`src/hw/atc_pkg.sv`:
```
package atc_pkg;

  // ----------------------------------------------------------------
  // Register offsets
  // ----------------------------------------------------------------
  localparam logic [7:0] OFS_GTC = 8'h23;
  localparam logic [7:0] OFS_CTLA = 8'h30;
  localparam logic [7:0] OFS_CLK = 8'h31;
  localparam logic [7:0] OFS_CNT = 8'h32;
  localparam logic [7:0] OFS_CMP = 8'h33;
  localparam logic [7:0] OFS_FLAG = 8'h34;
  localparam logic [7:0] OFS_MASK = 8'h35;

  // ----------------------------------------------------------------
  // Field positions
  // ----------------------------------------------------------------
  localparam int GTC_HOLD = 7;
  localparam int GTC_APSR = 1;
  localparam int GTC_SPSR = 0;
  localparam int CTLA_WM_HI = 3;
  localparam int CTLA_WM_LO = 6;
  localparam int CLK_ASEL = 3;
  localparam int FLAG_CMP = 1;
  localparam int FLAG_OVF = 0;

  // ----------------------------------------------------------------
  // Values
  // ----------------------------------------------------------------
  localparam logic [7:0] RST_BYTE = 8'h00;
  localparam logic [7:0] CNT_BOTTOM = 8'h00;
  localparam logic [7:0] CNT_MAX = 8'hFF;
  localparam logic [7:0] CTLA_MASK = 8'h48;
  localparam logic [7:0] CLK_MASK = 8'h0F;
  localparam logic [7:0] GTC_MASK = 8'h83;
  localparam logic [7:0] FLAG_MASK = 8'h03;
  localparam int PRE_W = 10;

  // ----------------------------------------------------------------
  // Clock select codes and counter modes
  // ----------------------------------------------------------------
  localparam logic [2:0] CS_STOP = 3'h0;
  localparam logic [2:0] CS_DIV1 = 3'h1;
  localparam logic [2:0] CS_DIV8 = 3'h2;
  localparam logic [2:0] CS_DIV64 = 3'h3;
  localparam logic [2:0] CS_DIV256 = 3'h4;

  typedef enum logic [1:0] {
    ATC_NORMAL = 2'b00,
    ATC_PHASE = 2'b01,
    ATC_CTC = 2'b10,
    ATC_FAST = 2'b11
  } atc_mode_t;

endpackage : atc_pkg

```
`src/hw/atc_tick_if.sv`:
```
interface atc_tick_if;
  logic tick;
  logic [2:0] clock_select_field;
  logic async_clock_select;
  logic hold_rst;
  logic xtal_edge;
  modport src (output tick, input clock_select_field, input async_clock_select,
    input hold_rst, input xtal_edge);
  modport snk (input tick, output clock_select_field, output async_clock_select,
    output hold_rst, output xtal_edge);
endinterface : atc_tick_if

```
`src/hw/atc_prescaler.sv`:
```
module atc_prescaler #(
  parameter int PRE_W = atc_pkg::PRE_W
) (
  input wire logic clk,
  input wire logic rst,
  atc_tick_if.src tk
);

  // ----------------------------------------------------------------
  // Parameter check
  // ----------------------------------------------------------------
  if (PRE_W < atc_pkg::PRE_W) begin : g_bad_width
    $error("Prescaler too narrow for the largest divider.");
  end

  logic [PRE_W-1:0] pre_r;
  logic [PRE_W-1:0] pre_nxt;
  logic src_edge;
  logic hit;

  function automatic logic tap_hit(input logic [2:0] cs, input logic [PRE_W-1:0] p);
    logic r;
    r = 1'b0;
    case (cs)
      atc_pkg::CS_DIV1: r = 1'b1;
      atc_pkg::CS_DIV8: r = &p[2:0];
      atc_pkg::CS_DIV64: r = &p[5:0];
      atc_pkg::CS_DIV256: r = &p[7:0];
      default: r = &p[9:0];
    endcase
    return r;
  endfunction : tap_hit

  // ----------------------------------------------------------------
  // Tick generation
  // ----------------------------------------------------------------
  assign src_edge = tk.async_clock_select ? tk.xtal_edge : 1'b1;
  assign hit = tap_hit(tk.clock_select_field, pre_r);
  assign pre_nxt = tk.hold_rst ? '0 : (src_edge ? pre_r + 1'b1 : pre_r);
  assign tk.tick = src_edge && !tk.hold_rst && hit
    && (tk.clock_select_field != atc_pkg::CS_STOP);

  always_ff @(posedge clk or posedge rst) begin
    if (rst) begin
      pre_r <= '0;
    end else begin
      pre_r <= pre_nxt;
    end
  end

endmodule : atc_prescaler

```
`src/hw/atc_timer.sv`:
```
// The plain strobed port was decided locally.
module atc_timer (
  input wire logic clk,
  input wire logic rst,
  input wire logic [7:0] bus_addr,
  input wire logic [7:0] bus_wdata,
  input wire logic bus_wr,
  input wire logic bus_rd,
  output logic [7:0] bus_rdata,
  input wire logic crystal_in_pin,
  output logic crystal_out_pin,
  input wire logic compare_ack,
  input wire logic overflow_ack,
  output logic compare_irq,
  output logic overflow_irq,
  output logic shared_prescaler_reset
);

  // ----------------------------------------------------------------
  // Registers and wires
  // ----------------------------------------------------------------
  logic [7:0] ctla_r;
  logic [7:0] clk_ctl_r;
  logic sync_hold_mode_r;
  logic [1:0] psr_r;
  logic [1:0] psr_nxt;
  logic [7:0] counter_value_r;
  logic [7:0] counter_value_nxt;
  logic [7:0] cmp_buf_r;
  logic [7:0] compare_value_r;
  logic [7:0] compare_value_nxt;
  logic [1:0] flag_r;
  logic [1:0] flag_nxt;
  logic [1:0] mask_r;
  logic dir_r;
  logic dir_nxt;
  logic block_r;
  logic xtal_s1_r;
  logic xtal_s2_r;
  logic xtal_s3_r;
  logic [7:0] rdata_r;
  logic cirq_r;
  logic oirq_r;
  logic spsr_out_r;

  logic gtc_wr;
  logic ctla_wr;
  logic clk_wr;
  logic cnt_wr;
  logic cmp_wr;
  logic flag_wr;
  logic mask_wr;
  logic [7:0] rd_mux;
  atc_pkg::atc_mode_t mode;
  logic pwm_mode;
  logic [7:0] top_val;
  logic at_top;
  logic at_bottom;
  logic at_max;
  logic match;
  logic tick;
  logic count_en;
  logic clear_en;
  logic ovf_set;
  logic cmp_set;
  logic [1:0] flag_clr;
  logic [1:0] flag_set;
  logic cmp_load;

  atc_tick_if tk ();

  // ----------------------------------------------------------------
  // Address decode
  // ----------------------------------------------------------------
  assign gtc_wr = bus_wr && (bus_addr == atc_pkg::OFS_GTC);
  assign ctla_wr = bus_wr && (bus_addr == atc_pkg::OFS_CTLA);
  assign clk_wr = bus_wr && (bus_addr == atc_pkg::OFS_CLK);
  assign cnt_wr = bus_wr && (bus_addr == atc_pkg::OFS_CNT);
  assign cmp_wr = bus_wr && (bus_addr == atc_pkg::OFS_CMP);
  assign flag_wr = bus_wr && (bus_addr == atc_pkg::OFS_FLAG);
  assign mask_wr = bus_wr && (bus_addr == atc_pkg::OFS_MASK);

  assign rd_mux =
    (bus_addr == atc_pkg::OFS_GTC) ? {sync_hold_mode_r, 5'h00, psr_r} :
    (bus_addr == atc_pkg::OFS_CTLA) ? ctla_r :
    (bus_addr == atc_pkg::OFS_CLK) ? clk_ctl_r :
    (bus_addr == atc_pkg::OFS_CNT) ? counter_value_r :
    (bus_addr == atc_pkg::OFS_CMP) ? cmp_buf_r :
    (bus_addr == atc_pkg::OFS_FLAG) ? {6'h00, flag_r} :
    (bus_addr == atc_pkg::OFS_MASK) ? {6'h00, mask_r} :
    atc_pkg::RST_BYTE;

  // ----------------------------------------------------------------
  // Prescaler control and synchronisation hold
  // ----------------------------------------------------------------
  assign psr_nxt = !gtc_wr ? psr_r :
    (bus_wdata[atc_pkg::GTC_HOLD] ?
      {bus_wdata[atc_pkg::GTC_APSR], bus_wdata[atc_pkg::GTC_SPSR]} :
      2'b00);

  assign tk.clock_select_field = clk_ctl_r[2:0];
  assign tk.async_clock_select = clk_ctl_r[atc_pkg::CLK_ASEL];
  assign tk.hold_rst = psr_r[1] || (gtc_wr && bus_wdata[atc_pkg::GTC_APSR]);
  assign tk.xtal_edge = xtal_s2_r && !xtal_s3_r;
  assign tick = tk.tick;

  atc_prescaler #(
    .PRE_W(atc_pkg::PRE_W)
  ) u_pre (
    .clk(clk),
    .rst(rst),
    .tk(tk.src)
  );

  // ----------------------------------------------------------------
  // Counter unit
  // ----------------------------------------------------------------
  assign mode = atc_pkg::atc_mode_t'({ctla_r[atc_pkg::CTLA_WM_HI],
    ctla_r[atc_pkg::CTLA_WM_LO]});
  assign pwm_mode = ctla_r[atc_pkg::CTLA_WM_LO];
  assign top_val = (mode == atc_pkg::ATC_CTC) ? compare_value_r : atc_pkg::CNT_MAX;
  assign at_top = (counter_value_r == top_val);
  assign at_bottom = (counter_value_r == atc_pkg::CNT_BOTTOM);
  assign at_max = (counter_value_r == atc_pkg::CNT_MAX);
  assign match = (counter_value_r == compare_value_r);
  assign clear_en = tick && (mode == atc_pkg::ATC_CTC) && at_top;
  assign count_en = tick && !clear_en;

  always_comb begin
    dir_nxt = dir_r;
    ovf_set = 1'b0;
    cmp_load = 1'b0;
    unique case (mode)
      atc_pkg::ATC_PHASE: begin
        if (tick && !dir_r && at_top) begin
          dir_nxt = 1'b1;
          cmp_load = 1'b1;
        end else if (tick && dir_r && at_bottom) begin
          dir_nxt = 1'b0;
          ovf_set = 1'b1;
        end
      end
      atc_pkg::ATC_FAST: begin
        dir_nxt = 1'b0;
        ovf_set = tick && at_max;
        cmp_load = tick && at_max;
      end
      atc_pkg::ATC_NORMAL, atc_pkg::ATC_CTC: begin
        dir_nxt = 1'b0;
        ovf_set = tick && at_max;
      end
    endcase
  end

  always_comb begin
    counter_value_nxt = counter_value_r;
    if (cnt_wr) begin
      counter_value_nxt = bus_wdata;
    end else if (clear_en) begin
      counter_value_nxt = atc_pkg::CNT_BOTTOM;
    end else if (count_en) begin
      counter_value_nxt = dir_nxt ? counter_value_r - 8'h01 : counter_value_r + 8'h01;
    end
  end

  // ----------------------------------------------------------------
  // Compare unit and flags
  // ----------------------------------------------------------------
  assign compare_value_nxt = (!pwm_mode && cmp_wr) ? bus_wdata :
    (pwm_mode && cmp_load) ? cmp_buf_r : compare_value_r;
  assign cmp_set = tick && match && !block_r;
  assign flag_set = {cmp_set, ovf_set};
  assign flag_clr = ({2{flag_wr}} & bus_wdata[1:0]) | {compare_ack, overflow_ack};
  assign flag_nxt = (flag_r & ~flag_clr) | flag_set;

  // ----------------------------------------------------------------
  // State
  // ----------------------------------------------------------------
  always_ff @(posedge clk or posedge rst) begin
    if (rst) begin
      ctla_r <= atc_pkg::RST_BYTE;
      clk_ctl_r <= atc_pkg::RST_BYTE;
      sync_hold_mode_r <= 1'b0;
      psr_r <= 2'b00;
      mask_r <= 2'b00;
      cmp_buf_r <= atc_pkg::RST_BYTE;
    end else begin
      if (ctla_wr) begin
        ctla_r <= bus_wdata & atc_pkg::CTLA_MASK;
      end
      if (clk_wr) begin
        clk_ctl_r <= bus_wdata & atc_pkg::CLK_MASK;
      end
      if (gtc_wr) begin
        sync_hold_mode_r <= bus_wdata[atc_pkg::GTC_HOLD];
      end
      psr_r <= psr_nxt;
      if (mask_wr) begin
        mask_r <= bus_wdata[1:0];
      end
      if (cmp_wr) begin
        cmp_buf_r <= bus_wdata;
      end
    end
  end

  always_ff @(posedge clk or posedge rst) begin
    if (rst) begin
      counter_value_r <= atc_pkg::CNT_BOTTOM;
      compare_value_r <= atc_pkg::RST_BYTE;
      dir_r <= 1'b0;
      flag_r <= 2'b00;
      block_r <= 1'b0;
    end else begin
      counter_value_r <= counter_value_nxt;
      compare_value_r <= compare_value_nxt;
      dir_r <= dir_nxt;
      flag_r <= flag_nxt;
      block_r <= cnt_wr || (block_r && !tick);
    end
  end

  always_ff @(posedge clk or posedge rst) begin
    if (rst) begin
      xtal_s1_r <= 1'b0;
      xtal_s2_r <= 1'b0;
      xtal_s3_r <= 1'b0;
      rdata_r <= atc_pkg::RST_BYTE;
      cirq_r <= 1'b0;
      oirq_r <= 1'b0;
      spsr_out_r <= 1'b0;
    end else begin
      xtal_s1_r <= crystal_in_pin;
      xtal_s2_r <= xtal_s1_r;
      xtal_s3_r <= xtal_s2_r;
      rdata_r <= bus_rd ? rd_mux : atc_pkg::RST_BYTE;
      cirq_r <= flag_r[atc_pkg::FLAG_CMP] && mask_r[atc_pkg::FLAG_CMP];
      oirq_r <= flag_r[atc_pkg::FLAG_OVF] && mask_r[atc_pkg::FLAG_OVF];
      spsr_out_r <= psr_r[0] || (gtc_wr && bus_wdata[atc_pkg::GTC_SPSR]);
    end
  end

  assign bus_rdata = rdata_r;
  assign crystal_out_pin = xtal_s3_r;
  assign compare_irq = cirq_r;
  assign overflow_irq = oirq_r;
  assign shared_prescaler_reset = spsr_out_r;
endmodule : atc_timer

```
`config.mk`:
```
export PLATFORM = sky130hd
export DESIGN_NAME = atc_timer
export DESIGN_NICKNAME = d
export VERILOG_FILES = /design/src/hw/atc_pkg.sv /design/src/hw/atc_tick_if.sv /design/src/hw/atc_prescaler.sv /design/src/hw/atc_timer.sv
export SDC_FILE = /design/constraint.sdc
export NUM_CORES = 1
export LEC_CHECK = 0
export BUFFER_PORTS_ARGS = -buffer_cell sky130_fd_sc_hd__buf_2
export CAP_MARGIN = 5
export CORE_MARGIN = 10
export CORE_UTILIZATION = 60
export DETAILED_ROUTE_END_ITERATION = 7
export PLACE_DENSITY = 0.81
export SYNTH_ARGS = -nofsm -noshare
export SYNTH_HDL_FRONTEND = slang
export SYNTH_SLANG_ARGS = --single-unit
```
`constraint.sdc`:
```
create_clock -name clk -period 5.3 [get_ports clk]
set_input_delay 0.795 -clock clk [delete_from_list [all_inputs] [get_ports clk]]
set_output_delay 0.795 -clock clk [all_outputs]
set_load 0.1 [all_outputs]
```
==> metrics.csv <==
metric,value,unit
max_slew.worst_pin.slew,0.9624,ns
slew_violations,0,
drt_wl_total,7931,um
fp.dieW,95.70,um
setup_viol,0,
worstSetupPathType,reg -> reg,
clkTransAtPathRegs,0.06,ns
diodes,0,
post-cts-setup-buffers,0,
cts_tree,yes,
area_growth,11.14,%
path_max_fanout,15,
ys_seq_area_share,45.85,%
hold_viol,0,
dp.cells,419,
synth_edf_count,0,
status,"finished, final reports clean",
synthesis.nets,358,
synth_area_per_cell,10.55,sq um
rsz0062_at_grt,no,
fmax,268.6,MHz
ctsResizeCount,0,
clock_path_buffers,2,
antenna_found_initial,0,
io_pins,35,
worst-endpoint-arrival,3.95,ns
fin_skew,0.01132,ns
route.detailed.drc,0,
synthDistinctLibCells,53,
grt_max_degree,64,
track_usage,18.61,%
via_count,2635,
grt_overflow,0,
grt_pass1_vias,2661,
setup_total_negative_slack,0,ns
maxCapViolCount,0,
finalCritPeriodShare,70.26,%
htreeDepth,3,
clock_latency,0.35,ns
finalWeightedCongestion,0.9670,
synth_seq_cells,63,
die_h,95.70,um
nets,390,
syn_inst,326,
start_util,62.06,%
portBuffers,34,
instances_no_fill,433,
place_hpwl,5606,um
startpoint_type,flop,
hold_buffers,0,
maxSlewHeadroom,35.84,%
async_flop_share,100.0,%
ys_dominant_reg_cell,dfrtp_1,
layout-drive-gt1-share,22.44,%
via_per_inst,6.085,
p_per_area,385.2,nW/um^2
required,5.53,ns
dr.pass1.iters,4,
cts-root-buf,clkbuf_8,
p_leak,1.778,nW
ant_nets,0,
endpoint_kind,flop,
dieArea,9158,sq um
syn-cell-area,3438,sq um
avgRoutedWirePerCell,18.32,um
grt_pass1_wl,13290,um
synth_warnings,0,
placementRows,27,
min_period,3.724,ns
ir_worst_vdd,0.2225,mV
coreArea,5540,sq um
numCtsBuffers,9,
drt_iter0_drc,232,
hp-class,reg -> reg,
cts.sinks,63,
==> cell type report <==
| class | count | area [sq um] |
|---|---|---|
| Fill cell | 401 | 1719 |
| Multi-Input combinational cell | 244 | 1775 |
| Timing Repair Buffer | 36 | 185.2 |
| Sequential cell | 63 | 1577 |
| Clock inverter | 1 | 30.03 |
| Clock buffer | 13 | 148.9 |
| Tap cell | 72 | 90.09 |
| Inverter | 4 | 15.01 |
==> state kept, by name (all words and copies together) (netlist names), 2 cells and up <==
| signal | cells |
|---|---|
| u_pre.pre_r | 10 |
| bus_rdata | 8 |
| cmp_buf_r | 8 |
| compare_value_r | 8 |
| counter_value_r | 8 |
| clk_ctl_r | 4 |
| ctla_r | 2 |
| flag_r | 2 |
| mask_r | 2 |
| psr_r | 2 |
==> final timing paths <==
check | from | endpoint | slack (ns) | cells after the start
worst max-delay path | u_pre.pre_r[0] | counter_value_r[7] | 1.58 | 14
worst min-delay path | xtal_s1_r | xtal_s2_r | 0.37 | 0
worst max register to register | u_pre.pre_r[0] | counter_value_r[7] | 1.58 | 14
worst min register to register | xtal_s1_r | xtal_s2_r | 0.37 | 0
max in group asynchronous | rst | compare_value_r[3] | 4.10 | 3
min in group asynchronous | rst | bus_rdata[1] | 0.68 | 3
==> synthesized netlist by cell type, types with 2 or more instances <==
cell type	n	area, sq um
buf_2	3	15.01
a22oi_1	3	22.52
mux2i_1	15	150.1
xnor2_1	6	52.55
a221oi_1	7	61.31
nor4_1	4	25.02
o21a_1	2	15.01
nor2b_1	13	81.33
mux2_2	22	247.7
inv_1	4	15.01
and2_1	5	31.28
clkbuf_1	8	30.03
o31ai_1	2	15.01
or2_2	3	18.77
nor3_1	5	25.02
nand2_1	22	82.58
and3_1	2	12.51
a211oi_1	12	90.09
nor2_1	35	131.4
o21ai_0	6	30.03
buf_1	2	7.510
a21o_1	3	22.52
a31o_2	2	17.52
dfrtp_1	63	1577
xor2_1	16	140.1
ha_1	8	100.1
a21oi_1	15	75.07
nand3_1	7	35.03
nand3b_1	5	37.54
nand4_1	3	18.77
==> report_power, final <==
group	internal [mW]	switching (mW)	total, mW
sequential	0.571	0.127	0.698
clock	0.226	0.178	0.404
combinational	0.188	0.182	0.370
==> metrics by stage <==
step	hold slack, ns	area [sq um]	utilization (%)	setup WS (ns)	power, mW
floorplan	0.3312	3438	-	1.914	0.9673
global placement	0.3396	3642	65.74	1.456	1.046
finish	0.3668	3821	68.97	1.576	1.472
CTS	0.3711	3821	68.97	1.643	1.471
global route	0.3788	3821	68.97	1.357	1.561
detailed placement	0.3484	3642	65.74	1.352	1.070
==> layout by cell type, fill, tap and decap left out, types with 4 or more instances in the layout <==
master     n
xor2_1    16
nor2b_1   13
and2_1     5
a21oi_1   15
nor4_1     4
nand2_1   22
nand3_1    7
ha_1       8
dfrtp_1   63
nor3_1     5
clkbuf_8  10
buf_2     34
a221oi_1   7
xnor2_1    6
a211oi_1  12
o21ai_0    6
mux2i_1   15
nor2_1    35
mux2_2    22
nand3b_1   5
==> kinds of logic after synthesis <==
group / after synthesis / synth area share (%)
fa+ha+maj: 9 / 3.494
simple gates: 111 / 16.85
compound gates: 64 / 13.46
mux: 38 / 12.23
buf+inv: 19 / 2.511
xor+xnor: 22 / 5.604
flops: 63 / 45.85
==> layer usage <==
layer / up-vias / GRT usage, % / routed length [um]
met3: 19 / 5.058 / 540
met5: - / 0 / 0
met2: 76 / 29.68 / 3826
li1: 1240 / - / -
met1: 1300 / 23.55 / 3419
met4: 0 / 7.371 / 145
==> worst max-delay path: stages, from the launching register on <==
cell	delay (ns)
dfrtp_1	0.39
ha_1	0.19
nand2_1	0.11
nor4_1	0.47
o211ai_1	0.14
buf_4	0.20
o221a_2	0.34
ha_1	0.29
a21o_1	0.19
a211oi_1	0.27
nor2_1	0.10
o41ai_1	0.39
xor2_1	0.23
mux2i_1	0.22
a21oi_1	0.08
(Power assumes the default switching activity.)
